## src/laboe_pkg.sv

```systemverilog
// How it works
// RL1: Immediate add sums accumulator and 8-bit literal into accumulator, updates carry, nibble, zero.
// RL2: Register add sums accumulator and addressed file register, updates carry, nibble, zero.
// RL3: Register add and AND write accumulator on destination 0, file register on 1.
// RL4: Immediate AND masks accumulator with literal into accumulator, zero flag only.
// RL5: Register AND masks accumulator with file register, only zero flag changes.
// RL6: Bit clear forces selected bit of file register low, nothing else changes.
// RL7: Bit set forces selected bit of file register high, nothing else changes.
// RL8: Skip-on-zero test discards next instruction when bit is zero, two cycles.
// RL9: Skip-on-one test discards next instruction when bit is one, two cycles.
// RL10: Writing timer zero count clears prescaler when prescaler belongs to timer.
// RL11: Port registers modified from themselves take source from pin levels.
// RL12: Bit ops decode as prefix 01, two-bit selector, bit index, file address.
// RL13: Zero on zero result, carry out of bit 7, nibble carry out of bit 3.
// RL14: Each non-skipping instruction completes in one cycle, visible to the next.
package laboe_pkg;

    // Widths
    localparam int DATA_W  = 8;
    localparam int ADDR_W  = 7;
    localparam int INSTR_W = 14;
    localparam int BIT_W   = 3;
    localparam int NIB_W   = 4;

    // Instruction field positions
    localparam int CLS_HI     = 13;
    localparam int CLS_LO     = 12;
    localparam int BYTE_OP_HI = 11;
    localparam int BYTE_OP_LO = 8;
    localparam int DEST_POS   = 7;
    localparam int BIT_SEL_HI = 11;
    localparam int BIT_SEL_LO = 10;
    localparam int BIT_IDX_HI = 9;
    localparam int BIT_IDX_LO = 7;
    localparam int ADDR_HI    = 6;
    localparam int LIT_HI     = 7;
    localparam int LIT3_HI    = 11;
    localparam int LIT3_LO    = 9;
    localparam int LIT4_HI    = 11;
    localparam int LIT4_LO    = 8;

    // Opcode values
    localparam logic [1:0] CLASS_BYTE = 2'h0;
    localparam logic [1:0] CLASS_BIT  = 2'h1;
    localparam logic [1:0] CLASS_LIT  = 2'h3;
    localparam logic [3:0] BYTE_ADD   = 4'h7;
    localparam logic [3:0] BYTE_AND   = 4'h5;
    localparam logic [2:0] LIT_ADD3   = 3'h7;
    localparam logic [3:0] LIT_AND4   = 4'h9;
    localparam logic [1:0] BSEL_CLR   = 2'h0;
    localparam logic [1:0] BSEL_SET   = 2'h1;
    localparam logic [1:0] BSEL_TSTZ  = 2'h2;
    localparam logic [1:0] BSEL_TSTO  = 2'h3;
    localparam logic       DEST_FILE  = 1'h1;

    // Reset values and defaults
    localparam logic [DATA_W-1:0] ACCUM_RST      = 8'h00;
    localparam logic [ADDR_W-1:0] TIMER_ADDR_DEF = 7'h01;
    localparam logic [DATA_W-1:0] DATA_ZERO      = 8'h00;
    localparam logic [DATA_W-1:0] BIT_ONE        = 8'h01;

    typedef struct packed {
        logic carry;
        logic nibble_overflow_bit;
        logic zero;
    } laboe_flags_type;

    typedef struct packed {
        logic              we;
        logic [ADDR_W-1:0] addr;
        logic [DATA_W-1:0] data;
    } laboe_wr_type;

    typedef struct packed {
        logic [DATA_W-1:0] sum;
        logic              carry;
        logic              nibble;
    } laboe_sum_type;

    localparam laboe_flags_type FLAGS_RST = '{carry: 1'h0, nibble_overflow_bit: 1'h0, zero: 1'h0};
    localparam laboe_wr_type    WR_RST    = '{we: 1'h0, addr: 7'h00, data: 8'h00};

    typedef enum logic [0:0] {
        ST_EXEC   = 1'b0,
        ST_SQUASH = 1'b1
    } laboe_state_type;

    typedef enum logic [3:0] {
        OP_NONE                         = 4'b0000,
        OP_ADD_IMMEDIATE_TO_ACCUMULATOR = 4'b0001,
        OP_AND_IMMEDIATE_TO_ACCUMULATOR = 4'b0010,
        OP_ADD_ACCUMULATOR_REGISTER     = 4'b0011,
        OP_AND_ACCUMULATOR_REGISTER     = 4'b0100,
        OP_SINGLE_BIT_CLEAR             = 4'b0101,
        OP_SINGLE_BIT_FORCE_ONE         = 4'b0110,
        OP_TEST_BIT_SKIP_ON_ZERO        = 4'b0111,
        OP_TEST_BIT_SKIP_ON_ONE         = 4'b1000
    } laboe_op_type;

endpackage : laboe_pkg

```

## src/laboe_exec.sv

```systemverilog
`timescale 1ns/1ps
module laboe_exec #(
    parameter logic [laboe_pkg::ADDR_W-1:0] TIMER_ADDR = laboe_pkg::TIMER_ADDR_DEF
) (
    input  wire logic                           CLOCK_I,
    input  wire logic                           RST_N_I,
    input  wire logic                           INSTR_VALID_I,
    input  wire logic [laboe_pkg::INSTR_W-1:0]  INSTR_I,
    input  wire logic [laboe_pkg::DATA_W-1:0]   FILE_RDATA_I,
    input  wire logic                           FILE_IS_PORT_I,
    input  wire logic [laboe_pkg::DATA_W-1:0]   PIN_LEVEL_I,
    input  wire logic                           PRESCALER_TO_TIMER_I,
    output logic [laboe_pkg::DATA_W-1:0]        ACCUM_O,
    output laboe_pkg::laboe_flags_type          FLAGS_O,
    output laboe_pkg::laboe_wr_type             FILE_WR_O,
    output logic                                SKIP_O,
    output logic                                PRESCALER_CLR_O
);
    // Registers
    logic [laboe_pkg::DATA_W-1:0] accum_q, accum_d;
    laboe_pkg::laboe_flags_type   flags_q, flags_d;
    laboe_pkg::laboe_wr_type      wr_q, wr_d;
    laboe_pkg::laboe_state_type   state_q, state_d;
    logic                         skip_q, skip_d;
    logic                         pclr_q, pclr_d;
    logic [laboe_pkg::DATA_W-1:0] pin_meta_q, pin_sync_q;

    // Instruction fields
    logic [1:0]                   cls;
    logic [3:0]                   byte_op;
    logic [1:0]                   bit_sel;
    logic [2:0]                   lit_op3;
    logic [3:0]                   lit_op4;
    logic                         dest;
    logic [laboe_pkg::BIT_W-1:0]  bit_idx;
    logic [laboe_pkg::ADDR_W-1:0] f_addr;
    logic [laboe_pkg::DATA_W-1:0] literal;
    laboe_pkg::laboe_op_type      op;

    // Datapath nets
    logic                         fwd_hit;
    logic [laboe_pkg::DATA_W-1:0] src;
    logic [laboe_pkg::DATA_W-1:0] operand_b;
    logic [laboe_pkg::DATA_W-1:0] and_res;
    logic [laboe_pkg::DATA_W-1:0] mask;
    logic [laboe_pkg::DATA_W-1:0] set_res;
    logic [laboe_pkg::DATA_W-1:0] clr_res;
    logic                         bit_val;
    logic                         is_lit;
    laboe_pkg::laboe_sum_type     add_res;

    // Field extraction
    assign cls     = INSTR_I[laboe_pkg::CLS_HI:laboe_pkg::CLS_LO];
    assign byte_op = INSTR_I[laboe_pkg::BYTE_OP_HI:laboe_pkg::BYTE_OP_LO];
    assign bit_sel = INSTR_I[laboe_pkg::BIT_SEL_HI:laboe_pkg::BIT_SEL_LO];       // [RL12]
    assign bit_idx = INSTR_I[laboe_pkg::BIT_IDX_HI:laboe_pkg::BIT_IDX_LO];       // [RL12]
    assign f_addr  = INSTR_I[laboe_pkg::ADDR_HI:0];
    assign lit_op3 = INSTR_I[laboe_pkg::LIT3_HI:laboe_pkg::LIT3_LO];
    assign lit_op4 = INSTR_I[laboe_pkg::LIT4_HI:laboe_pkg::LIT4_LO];
    assign dest    = INSTR_I[laboe_pkg::DEST_POS];
    assign literal = INSTR_I[laboe_pkg::LIT_HI:0];

    // Opcode decode; anything outside this group is left to the rest of the core
    assign op =
        (!INSTR_VALID_I) ? laboe_pkg::OP_NONE :
        (cls == laboe_pkg::CLASS_LIT && lit_op3 == laboe_pkg::LIT_ADD3) ?
            laboe_pkg::OP_ADD_IMMEDIATE_TO_ACCUMULATOR :
        (cls == laboe_pkg::CLASS_LIT && lit_op4 == laboe_pkg::LIT_AND4) ?
            laboe_pkg::OP_AND_IMMEDIATE_TO_ACCUMULATOR :
        (cls == laboe_pkg::CLASS_BYTE && byte_op == laboe_pkg::BYTE_ADD) ?
            laboe_pkg::OP_ADD_ACCUMULATOR_REGISTER :
        (cls == laboe_pkg::CLASS_BYTE && byte_op == laboe_pkg::BYTE_AND) ?
            laboe_pkg::OP_AND_ACCUMULATOR_REGISTER :
        (cls == laboe_pkg::CLASS_BIT && bit_sel == laboe_pkg::BSEL_CLR) ?
            laboe_pkg::OP_SINGLE_BIT_CLEAR :                                     // [RL12]
        (cls == laboe_pkg::CLASS_BIT && bit_sel == laboe_pkg::BSEL_SET) ?
            laboe_pkg::OP_SINGLE_BIT_FORCE_ONE :                                 // [RL12]
        (cls == laboe_pkg::CLASS_BIT && bit_sel == laboe_pkg::BSEL_TSTZ) ?
            laboe_pkg::OP_TEST_BIT_SKIP_ON_ZERO :                                // [RL12]
        (cls == laboe_pkg::CLASS_BIT && bit_sel == laboe_pkg::BSEL_TSTO) ?
            laboe_pkg::OP_TEST_BIT_SKIP_ON_ONE :                                 // [RL12]
        laboe_pkg::OP_NONE;

    // File operand: pins for ports, forwarded write for a just-written address,
    // else the register file read data. Forwarding keeps back-to-back results exact.
    assign fwd_hit = wr_q.we && (wr_q.addr == f_addr);                           // [RL14]
    assign src     = FILE_IS_PORT_I ? pin_sync_q :                               // [RL11]
                     fwd_hit        ? wr_q.data  : FILE_RDATA_I;
    assign is_lit  = (op == laboe_pkg::OP_ADD_IMMEDIATE_TO_ACCUMULATOR) ||
                     (op == laboe_pkg::OP_AND_IMMEDIATE_TO_ACCUMULATOR);
    assign operand_b = is_lit ? literal : src;

    // Logic results
    assign and_res = accum_q & operand_b;
    assign mask    = laboe_pkg::BIT_ONE << bit_idx;
    assign set_res = src | mask;                                                 // [RL7]
    assign clr_res = src & ~mask;                                                // [RL6]
    assign bit_val = src[bit_idx];

    laboe_add #(
        .NIB (laboe_pkg::NIB_W)
    ) u_add (
        .a_i   (accum_q),
        .b_i   (operand_b),
        .res_o (add_res)
    );

    // Next-state logic; squash state eats exactly one valid instruction
    always_comb begin
        accum_d   = accum_q;
        flags_d   = flags_q;
        wr_d      = wr_q;
        wr_d.we   = 1'b0;
        state_d   = state_q;
        skip_d    = 1'b0;
        pclr_d    = 1'b0;
        case (state_q)
            laboe_pkg::ST_SQUASH: begin
                if (INSTR_VALID_I) begin
                    state_d = laboe_pkg::ST_EXEC;                                // [RL8] [RL9]
                end
            end
            default: begin
                case (op)
                    laboe_pkg::OP_ADD_IMMEDIATE_TO_ACCUMULATOR: begin
                        accum_d                     = add_res.sum;               // [RL1]
                        flags_d.carry               = add_res.carry;             // [RL1]
                        flags_d.nibble_overflow_bit = add_res.nibble;            // [RL1]
                        flags_d.zero = (add_res.sum == laboe_pkg::DATA_ZERO);    // [RL13]
                    end
                    laboe_pkg::OP_AND_IMMEDIATE_TO_ACCUMULATOR: begin
                        accum_d      = and_res;                                  // [RL4]
                        flags_d.zero = (and_res == laboe_pkg::DATA_ZERO);        // [RL4]
                    end
                    laboe_pkg::OP_ADD_ACCUMULATOR_REGISTER: begin
                        flags_d.carry               = add_res.carry;             // [RL2]
                        flags_d.nibble_overflow_bit = add_res.nibble;            // [RL2]
                        flags_d.zero = (add_res.sum == laboe_pkg::DATA_ZERO);    // [RL2]
                        if (dest == laboe_pkg::DEST_FILE) begin
                            wr_d = '{we: 1'b1, addr: f_addr, data: add_res.sum}; // [RL3]
                        end else begin
                            accum_d = add_res.sum;                               // [RL3]
                        end
                    end
                    laboe_pkg::OP_AND_ACCUMULATOR_REGISTER: begin
                        flags_d.zero = (and_res == laboe_pkg::DATA_ZERO);        // [RL5]
                        if (dest == laboe_pkg::DEST_FILE) begin
                            wr_d = '{we: 1'b1, addr: f_addr, data: and_res};     // [RL3]
                        end else begin
                            accum_d = and_res;                                   // [RL3]
                        end
                    end
                    laboe_pkg::OP_SINGLE_BIT_CLEAR: begin
                        wr_d = '{we: 1'b1, addr: f_addr, data: clr_res};         // [RL6]
                    end
                    laboe_pkg::OP_SINGLE_BIT_FORCE_ONE: begin
                        wr_d = '{we: 1'b1, addr: f_addr, data: set_res};         // [RL7]
                    end
                    laboe_pkg::OP_TEST_BIT_SKIP_ON_ZERO: begin
                        if (!bit_val) begin
                            skip_d  = 1'b1;                                      // [RL8]
                            state_d = laboe_pkg::ST_SQUASH;                      // [RL8]
                        end
                    end
                    laboe_pkg::OP_TEST_BIT_SKIP_ON_ONE: begin
                        if (bit_val) begin
                            skip_d  = 1'b1;                                      // [RL9]
                            state_d = laboe_pkg::ST_SQUASH;                      // [RL9]
                        end
                    end
                    default: begin
                        accum_d = accum_q;
                    end
                endcase
                // A write into the timer count restarts the prescaler only when the prescaler belongs to the timer
                if (wr_d.we && (f_addr == TIMER_ADDR) && PRESCALER_TO_TIMER_I) begin
                    pclr_d = 1'b1;                                               // [RL10]
                end
            end
        endcase
    end

    // Pin levels come from outside the clock domain; only the second stage is read
    always_ff @(posedge CLOCK_I or negedge RST_N_I) begin
        if (!RST_N_I) begin
            pin_meta_q <= laboe_pkg::DATA_ZERO;
            pin_sync_q <= laboe_pkg::DATA_ZERO;
        end else begin
            pin_meta_q <= PIN_LEVEL_I;
            pin_sync_q <= pin_meta_q;                                            // [RL11]
        end
    end

    // Architectural state and output flops
    always_ff @(posedge CLOCK_I or negedge RST_N_I) begin
        if (!RST_N_I) begin
            accum_q <= laboe_pkg::ACCUM_RST;
            flags_q <= laboe_pkg::FLAGS_RST;
            wr_q    <= laboe_pkg::WR_RST;
            state_q <= laboe_pkg::ST_EXEC;
            skip_q  <= 1'b0;
            pclr_q  <= 1'b0;
        end else begin
            accum_q <= accum_d;                                                  // [RL14]
            flags_q <= flags_d;
            wr_q    <= wr_d;
            state_q <= state_d;
            skip_q  <= skip_d;
            pclr_q  <= pclr_d;
        end
    end

    assign ACCUM_O         = accum_q;
    assign FLAGS_O         = flags_q;
    assign FILE_WR_O       = wr_q;
    assign SKIP_O          = skip_q;
    assign PRESCALER_CLR_O = pclr_q;

endmodule : laboe_exec

```

## src/laboe_add.sv

```systemverilog
`timescale 1ns/1ps
// Adder with carry out of the top bit and out of the low nibble
module laboe_add #(
    parameter int NIB = laboe_pkg::NIB_W
) (
    input  wire logic [laboe_pkg::DATA_W-1:0] a_i,
    input  wire logic [laboe_pkg::DATA_W-1:0] b_i,
    output laboe_pkg::laboe_sum_type          res_o
);
    logic [laboe_pkg::DATA_W:0] full_sum;
    logic [NIB:0]               nib_sum;

    // Separate nibble sum gives the digit carry without tapping the main carry chain
    assign full_sum     = {1'b0, a_i} + {1'b0, b_i};
    assign nib_sum      = {1'b0, a_i[NIB-1:0]} + {1'b0, b_i[NIB-1:0]};
    assign res_o.sum    = full_sum[laboe_pkg::DATA_W-1:0];
    assign res_o.carry  = full_sum[laboe_pkg::DATA_W];   // [RL13]
    assign res_o.nibble = nib_sum[NIB];                  // [RL13]

endmodule : laboe_add

```

## config.mk

```make
export PLATFORM = sky130hd
export DESIGN_NAME = laboe_exec
export DESIGN_NICKNAME = d
export VERILOG_FILES = /design/src/laboe_pkg.sv /design/src/laboe_exec.sv /design/src/laboe_add.sv
export SDC_FILE = /design/constraint.sdc
export NUM_CORES = 1
export LEC_CHECK = 0
export BUFFER_PORTS_ARGS = -buffer_cell sky130_fd_sc_hd__buf_2
export CAP_MARGIN = 25
export CORE_MARGIN = 2
export CORE_UTILIZATION = 53
export DETAILED_ROUTE_END_ITERATION = 8
export GPL_TIMING_DRIVEN = 0
export PLACE_DENSITY = 0.78
export REMOVE_ABC_BUFFERS = 1
export SETUP_SLACK_MARGIN = 0.15
export SYNTH_ARGS = -nofsm -noshare
export SYNTH_HDL_FRONTEND = slang
export SYNTH_SLANG_ARGS = --single-unit
```

## constraint.sdc

```tcl
create_clock -name CLOCK_I -period 4.9 [get_ports CLOCK_I]
set_input_delay 0.49 -clock CLOCK_I [delete_from_list [all_inputs] [get_ports CLOCK_I]]
set_output_delay 0.49 -clock CLOCK_I [all_outputs]
set_load 0.005 [all_outputs]
```

; ---- Word level (Yosys, flattened, before mapping)
; Index checks and enable logic that the tools add are counted.
[word_totals]
register_bits = 46
inputBits = 35
out_inout_bits = 29
[classes]
addsub = 2
order_cmp = 1
eq_ne = 23
shift = 1
n_mux = 31
bitwise = 5
n_reduce_logical = 25
[op_table]
columns = cell, count
row1 = $mux W16, 4
row2 = $pmux W16 S4, 1
row3 = $mux W8, 5
row4 = $mux W4, 9
row5 = $pmux W8 S4, 1
row6 = $eq A4 B3 Y1 const B, 6
row7 = $and A8 B8 Y8, 2
row8 = $logic_not A8 Y1, 2
row9 = $logic_and A1 B1 Y1, 11
row10 = $add A8 B8 Y9, 1
row11 = $eq A4 B2 Y1 const B, 2
row12 = $eq A4 B4 Y1 const B, 2
row13 = $mux W1, 8
row14 = $not A8 Y8, 1
row15 = $or A8 B8 Y8, 1
row16 = $reduce_and A4 Y1, 2
row17 = $shl A1 B3 Y8 const A, 1
row18 = $eq A7 B1 Y1 const B, 1
row19 = $eq A7 B7 Y1, 1
row20 = $eq A2 B2 Y1 const B, 3
row21 = $ne A3 B3 Y1 const B, 2
row22 = $add A4 B4 Y5, 1
row23 = $reduce_bool A5 Y1, 1
row24 = $eq A2 B1 Y1 const B, 2
row25 = 13 further kinds, 18

; ---- Longest topological paths before layout
; Gate-level depths: netlist of the first run.
[logic_depth]
ltp_word = 22
depth_mapped = 18
depth_no_buf = 17

; ---- Cells and area by module
; A second synthesis of the first run with hierarchy kept.
[unflattened]
hier_cells = 352
hier_area_um2 = 3306.9
[by_module_without_submodules]
columns = mod, n_inst, cells_each, area_per_inst_um2
row1 = laboe_exec, 1, 309, 2967.8
row2 = laboe_add, 1, 43, 339.1

; ---- Least setup slack after synthesis of the first run
; Ideal clock, no wire load.
[synth_path]
path_type = input to register
from = in INSTR_I[6] in the netlist's numbering
to = reg flags_q (netlist bit FLAGS_O[0])
arrival_ps = 3738
setup_slack_ps = 1093
stages = 18
n_path_buf = 1
cell_sequence = xor2_1 nor4_4 and2_1 buf_6 mux2i_1 nand3_1 o21ai_0 ha_1 inv_1 fa_1 nor2b_1 o21ai_0 a21boi_0 o21ai_0 a21boi_0 a21oi_1 or4_1 nand3_1
[synth_between]
elab_chain_cells = 8
elab_cells_between_ends = 10
[synth_lines]
columns = element, line
row1 = from (decl), laboe_exec.sv:8  ; input wire logic [laboe_pkg::INSTR_W-1:0] INSTR_I,
row2 = $eq A7 B7 Y1, laboe_exec.sv:86  ; assign fwd_hit = wr_q.we && (wr_q.addr == f_addr);
row3 = $logic_and A1 B1 Y1, laboe_exec.sv:86
row4 = $mux W8, laboe_exec.sv:88  ; fwd_hit ? wr_q.data : FILE_RDATA_I;
row5 = $mux W8, laboe_exec.sv:87  ; assign src = FILE_IS_PORT_I ? pin_sync_q :
row6 = $mux W8 *, laboe_exec.sv:91  ; assign operand_b = is_lit ? literal : src;
row7 = $add A8 B8 Y9 or $and A8 B8 Y8 (tied branches), "laboe_add.sv:14, laboe_exec.sv:94"
row8 = "$logic_not A8 Y1, on equally long branches", --
row9 = $pmux W1 S2 *, laboe_exec.sv:124  ; case (op)
row10 = to (signal assigned), laboe_exec.sv:198  ; flags_q <= laboe_pkg::FLAGS_RST;
row11 = to (signal assigned), laboe_exec.sv:205  ; flags_q <= flags_d;
row12 = to (decl), laboe_exec.sv:21  ; laboe_pkg::laboe_flags_type flags_q, flags_d;
; Mark *: on every way between the ends. The rest lies on a longest branch, timed or not.
; A chain may end at the register's enable or synchronous reset.

; ---- Final worst setup path of the first run
[layout_path]
from = reg wr_q (netlist bit FILE_WR_O[14])
to = reg flags_q (netlist bit FLAGS_O[0])
[layout_between]
elab_chain_cells = 8
elab_cells_between_ends = 10
[layout_lines]
columns = element, line
row1 = from (decl), laboe_exec.sv:22  ; laboe_pkg::laboe_wr_type wr_q, wr_d;
row2 = from (signal assigned), laboe_exec.sv:199  ; wr_q <= laboe_pkg::WR_RST;
row3 = from (signal assigned), laboe_exec.sv:206  ; wr_q <= wr_d;
row4 = $eq A7 B7 Y1 *, laboe_exec.sv:86
row5 = $logic_and A1 B1 Y1 *, laboe_exec.sv:86
row6 = $mux W8 *, laboe_exec.sv:88
row7 = $mux W8 *, laboe_exec.sv:87
row8 = $mux W8 *, laboe_exec.sv:91
row9 = $add A8 B8 Y9 or $and A8 B8 Y8 (tied branches), "laboe_add.sv:14, laboe_exec.sv:94"
row10 = "$logic_not A8 Y1, on equally long branches", --
row11 = $pmux W1 S2 *, laboe_exec.sv:124
; Marked as above.

==> results of run 1 <==
[cell type report]
cell class / count / share of cell area
multi-input combinational: 250 / 0.484
clock inverter: 3 / 0.0193
clock buffer: 5 / 0.0193
tap: 72 / 0.0252
timing repair buffer: 71 / 0.109
inverter: 20 / 0.0210
sequential: 46 / 0.322
[cells in the mapped netlist (2+ instances only)]
| cell type | number | area share |
|---|---|---|
| dfrtp_1 | 46 | 0.38 |
| nand2_1 | 32 | 0.039 |
| nor2_1 | 30 | 0.037 |
| o21ai_0 | 21 | 0.034 |
| inv_1 | 19 | 0.023 |
| mux2_2 | 15 | 0.055 |
| a21oi_1 | 12 | 0.020 |
| mux2i_1 | 10 | 0.033 |
| nand3_1 | 10 | 0.016 |
| ha_1 | 9 | 0.037 |
| a31oi_1 | 8 | 0.016 |
| buf_2 | 8 | 0.013 |
| nor3_1 | 7 | 0.011 |
| xnor2_1 | 6 | 0.017 |
| clkbuf_1 | 5 | 0.0062 |
| xor2_1 | 5 | 0.014 |
| a21o_1 | 4 | 0.0099 |
| a221oi_1 | 4 | 0.011 |
| a22oi_1 | 4 | 0.0099 |
| and3_1 | 4 | 0.0082 |
| nor2b_1 | 4 | 0.0082 |
| nor4_1 | 4 | 0.0082 |
| o21ai_1 | 4 | 0.0066 |
| or3_1 | 4 | 0.0082 |
| a2bb2oi_1 | 3 | 0.0086 |
| and2_1 | 3 | 0.0062 |
| buf_4 | 3 | 0.0074 |
| mux2_1 | 3 | 0.011 |
| nand2b_1 | 3 | 0.0062 |
| nand4_1 | 3 | 0.0062 |
| o22ai_1 | 3 | 0.0062 |
| a21boi_0 | 2 | 0.0049 |
| nor4b_1 | 2 | 0.0058 |
| o211ai_1 | 2 | 0.0049 |
| o22a_1 | 2 | 0.0058 |
| o31a_1 | 2 | 0.0058 |
| o32a_1 | 2 | 0.0066 |
[per-layer routing]
layer | up-vias | wire length, um | GRT usage
li1 | 1322 | - | -
met1 | 1316 | 3150 | 0.334
met2 | 114 | 3730 | 0.413
met3 | 16 | 521 | 0.0396
met4 | 0 | 199 | 0.0983
met5 | - | 0 | 0
[power breakdown]
group,internal (mW),leakage [nW],switching (mW)
Combinational,0.261,1.03,0.313
Clock,0.204,0.0683,0.135
Sequential,0.467,0.556,0.0675
Total,0.933,1.65,0.516
[worst max path at each step]
| stage | to | start | cells past startpoint | slack (ns) |
|---|---|---|---|---|
| final | FLAGS_O[0] | FILE_WR_O[14] | 17 | 0.51 |
| after detailed placement | FLAGS_O[0] | INSTR_I[6] | 18 | 0.13 |
| after global routing | FLAGS_O[0] | FILE_WR_O[14] | 17 | 0.15 |
| after global placement | FLAGS_O[0] | INSTR_I[6] | 18 | 0.32 |
| after floorplan | FLAGS_O[0] | INSTR_I[6] | 17 | 1.00 |
| after CTS | FLAGS_O[0] | FILE_WR_O[14] | 17 | 0.31 |
[state kept, by name, summed over array words and instances, names as in the netlist]
name / count
ACCUM_O: 8
FILE_WR_O: 16
FLAGS_O: 3
PRESCALER_CLR_O: 1
SKIP_O: 1
pin_meta_q: 8
pin_sync_q: 8
state_q: 1
[cell families after synthesis]
family	synth area share
xor+xnor	0.0316
buf+inv	0.0563
simple gates	0.195
compound gates	0.187
flops	0.378
mux	0.109
fa+ha+maj	0.0435
[metrics by stage]
step	hold slack, ns	setup WS [ns]
after floorplan	0.194	1.00
after global placement	0.333	0.315
after detailed placement	0.335	0.125
after CTS	0.281	0.312
after global routing	0.114	0.150
final	0.0962	0.507
[what timing repair did]
| item | CTS | global route |
|---|---|---|
| resized for setup | 0 | 2 |
| buffers inserted | 0 | 6 |
| endpoints found under the setup margin | 0 | 2 |
[placed cells by master, fill, tap and decap left out, types with 5 or more instances in the layout]
cell       n
o21ai_0   21
buf_4      7
a21oi_1   12
a31oi_1    8
buf_2     63
xor2_1     5
ha_1       9
dfrtp_1   46
mux2_2    15
nand3_1   10
nor3_1     7
inv_1     19
nor2_1    30
nand2_1   32
clkbuf_8   5
xnor2_1    6
mux2i_1    9
==> impl_metrics.json, run 1 <==
{
  "status": "completed",
  "port_buffers": 63,
  "ctsLongestPathBuffers": 2,
  "die_x_um": 79.8,
  "crit_type": "reg -> reg",
  "max_stage_delay_ns": 0.53,
  "finish.utilization": 0.645,
  "cts_buffers": 5,
  "pin_count": 64,
  "drt_iter0_drc": 264,
  "area_delta_synth_final_pct": 17.2,
  "grt_overflow_total": 0,
  "cp_max_fo": 8,
  "post-route-period-util": 0.896,
  "rows": 27,
  "antenna_found_initial": 0,
  "crit_buf_inv": 1,
  "cp_cell_sequence": "xor2_1 > nor4_4 > and2_2 > mux2i_2 > nand3_1 > o21ai_0 > ha_1 > inv_1 > fa_1 > nor2b_1 > o21ai_0 > a21boi_0 > o21ai_0 > a21boi_0 > a21oi_1 > or4_1 > nand3_1",
  "multi_input_area_um2": 1730,
  "grt_pass1_vias": 2599,
  "tightest_slew_ns": 0.947,
  "syn-instance-count": 334,
  "seq_area_frac_synth": 0.378,
  "first_pass_iters": 5,
  "endpoint_kind": "register",
  "ff2ff_path_depth": 17,
  "seqCellArea_um2": 1150,
  "p_total_mw": 1.45,
  "crit_arrival_ns": 4.64,
  "ys_ff_latch": 46,
  "antenna_left": 0,
  "grt_usage": 0.251,
  "wl_per_cell_um": 16.3,
  "cp_slowest_cell": "or4_1",
  "drt-total-wl_um": 7600,
  "setup_viol": 0,
  "min_path_type": "in -> async",
  "drc": 0,
  "grt_pass1_wl_um": 12400,
  "gp_congestion": 0.863,
  "cp-start-kind": "register",
  "root_buffer": "clkbuf_8",
  "clk_pin_slew_ns": 0.09,
  "dpl.cell_count": 452,
  "hold_violations": 0,
  "ys_types": 63,
  "clock_latency_ns": 0.30,
  "cts_hold_buf": 0,
  "avgViaCountPerCell": 5.93,
  "place_area_um2": 3360,
  "finalNonFillerCells": 467,
  "syn-cell-area_um2": 3050,
  "grt_max_degree": 47,
  "min_period_ns": 4.39,
  "async_flop_share": 1.00,
  "cts_tree": "built",
  "fmax_mhz": 228,
  "r2r-start": "FILE_WR_O[14]",
  "skew_ns": 0.00294,
  "maxCapViolCount": 0,
  "ys.warnings.count": 0,
  "vias": 2768,
  "core_region_area_um2": 5540,
  "slew_viol_final": 0,
  "ir_drop_v": 0.000252,
  "diodes": 0,
  "final_area_um2": 3570,
  "power.leakage_nw": 1.65,
  "synth-main-ff-cell": "dfrtp_1",
  "nFillCells": 487,
  "slew_headroom": 0.365,
  "ff2ff_setup_slack_ns": 0.51,
  "numClockSinks": 46,
  "drive_gt1_frac": 0.268,
  "dpl.hpwl_um": 5710,
  "htreeDepth": 2,
  "die_area_um2": 6370,
  "path_common_cell": "o21ai_0",
  "power.density_nw_per_um2": 406,
  "initial_core_util": 0.550,
  "critPathRequiredTime_ns": 5.14,
  "crit_family": "simple AND/OR/NAND/NOR gates",
  "finalNetCount": 439,
  "tns_ns": 0,
  "synth-edff-count": 0,
  "r2r-end": "FLAGS_O[0]",
  "dieHeight_um": 79.8,
  "rsz0062_at_grt": "false",
  "synth_area_per_cell_um2": 9.12
}
Note: power is estimated with default switching activity, not from simulation.
==> run 2, diff against run 1 <==
- MAX_ROUTING_LAYER: not set -> met4
==> run 2 against run 1 <==
Register-to-register slack improved by 0.09 ns. Worst hold slack improved by 0.0064 ns. Clock power shrank 28%. Combinational power hardly changed. Clock skew increased by 0.0028 ns. Cell count decreased by 1.3%. Wire length fell by 1.8%. Clock-buffer cell count is the same. First-iteration DRC count shrank 19%. Worst setup slack better by 0.085 ns. Total power is 6.5% lower. Design area is 2.6% lower.
==> impl_metrics.json, run 2 (synthesis results as in run 1) <==
{
  "status": "completed",
  "grt_pass1_vias": 2627,
  "seqPwrFrac": 0.396,
  "core_region_area_um2": 5540,
  "largest_reg_flops": 16,
  "hold_violations": 0,
  "antenna_found_initial": 0,
  "cts_hold_buf": 0,
  "area_delta_synth_final_pct": 14.2,
  "slew_viol_final": 0,
  "final_cell_mix": "buf_2, dfrtp_1, nand2_1",
  "avgViaCountPerCell": 5.80,
  "endpoint_kind": "register",
  "skew_ns": 0.00573,
  "diodes": 0,
  "htreeDepth": 2,
  "antenna_left": 0,
  "drc": 0,
  "initial_core_util": 0.550,
  "ctsLongestPathBuffers": 2,
  "cts_setup_buffers": 0,
  "cts_tree": "built",
  "grt_usage": 0.260,
  "die_x_um": 79.8,
  "drt_iter0_drc": 214,
  "cp_slowest_cell": "or4_1",
  "numClockSinks": 46,
  "cp_max_fo": 8,
  "min_period_ns": 4.31,
  "final_common_cell": "buf_2",
  "ir_drop_v": 0.000288,
  "worstSetupStartpoint": "FILE_WR_O[14]",
  "crit_family": "simple AND/OR/NAND/NOR gates",
  "fmax_mhz": 232,
  "maxCapViolCount": 0,
  "intPower_uw": 831,
  "clk_pin_slew_ns": 0.09,
  "power.density_nw_per_um2": 389,
  "rows": 27,
  "cts_buffers": 5,
  "dieHeight_um": 79.8,
  "post-route-period-util": 0.879,
  "max_stage_delay_ns": 0.53,
  "clock_latency_ns": 0.30,
  "finalNetCount": 433,
  "die_area_um2": 6370,
  "grt_pass1_wl_um": 12500,
  "gp_congestion": 0.880,
  "crit_arrival_ns": 4.55,
  "r2r-start": "FILE_WR_O[14]",
  "port_buffers": 63,
  "cp-start-kind": "register",
  "first_pass_iters": 5,
  "pin_count": 64,
  "switching_power_uw": 523,
  "power.leakage_nw": 1.60,
  "crit_buf_inv": 1,
  "crit_type": "reg -> reg",
  "root_buffer": "clkbuf_8",
  "cp_cell_sequence": "xor2_1 > nor4_4 > and2_4 > mux2i_1 > nand3_1 > o21ai_0 > ha_1 > inv_1 > fa_1 > nor2b_1 > o21ai_0 > a21boi_0 > o21ai_0 > a21boi_0 > a21oi_1 > or4_1 > nand3_1",
  "tightest_slew_ns": 0.943,
  "wl_per_cell_um": 16.2,
  "grt_overflow_total": 0,
  "p_total_mw": 1.35,
  "grt_max_degree": 47,
  "setup_viol": 0,
  "pwr-share-clk": 0.180,
  "slew_headroom": 0.367,
  "min_path_type": "in -> async",
  "rsz0062_at_grt": "false",
  "drive_gt1_frac": 0.254,
  "critPathRequiredTime_ns": 5.15,
  "path_common_cell": "o21ai_0",
  "power.share.combinational": 0.424,
  "drt-total-wl_um": 7470,
  "dpl.hpwl_um": 5730,
  "tns_ns": 0,
  "vias": 2673,
  "power_switching_share": 0.386
}
[run 2: cell types whose count changed in the layout (fill, tap and decap cells not counted), sizes merged]
cell,previous run,this run
bufinv,2,0
buf,71,65
clkinvlp,0,1
inv,20,21
[run 2: metal layers]
layer	vias to the layer above	track usage	part of all wire
met5	-	-	0
met1	1242	0.341	0.43
met4	0	0.131	0.033
met2	98	0.392	0.48
li1	1312	-	-
met3	21	0.0452	0.062
[run 2: power by group through the flow]
stage	clock (mW)	combinational, mW	sequential (mW)
3_3_place_gp	0	0.544	0.540
6_report	0.244	0.574	0.536
2_1_floorplan	0	0.364	0.543
5_1_grt	0.271	0.649	0.549
3_5_place_dp	0	0.570	0.545
4_1_cts	0.251	0.573	0.537
[run 2: final timing paths]
| kind | to | slack, ns | depth (start not counted) |
|---|---|---|---|
| setup / recovery | FLAGS_O[0] | 0.59 | 17 |
| hold / removal | ACCUM_O[5] | 0.10 | 1 |
| setup reg to reg | FLAGS_O[0] | 0.59 | 17 |
| hold reg to reg | pin_sync_q[1] | 0.35 | 0 |
| max in group asynchronous | FILE_WR_O[10] | 4.31 | 2 |
| min in group CLOCK_I | pin_meta_q[3] | 0.28 | 1 |
[run 2: layout make-up]
class | count | area [um2]
Fill cell | 489 | 2060
Multi-Input combinational cell | 250 | 1730
Sequential cell | 46 | 1150
Timing Repair Buffer | 65 | 343
Tap cell | 72 | 90.1
Inverter | 20 | 75.1
Clock buffer | 5 | 68.8
Clock inverter | 3 | 25.0
[run 2: per-stage QoR]
step	hold slack, ns	util	area (um2)	worst slack [ns]	instances
2_1_floorplan	0.194	-	2950	1.00	316
3_3_place_gp	0.333	0.606	3360	0.309	451
3_5_place_dp	0.335	0.607	3360	0.196	452
6_report	0.103	0.628	3480	0.593	461
5_1_grt	0.114	0.628	3480	0.158	461
4_1_cts	0.275	0.624	3460	0.379	460
[run 2: what timing repair did]
item	CTS	global route
hold endpoints to repair	0	0
setup endpoints to repair	0	2
gates resized for setup	0	2
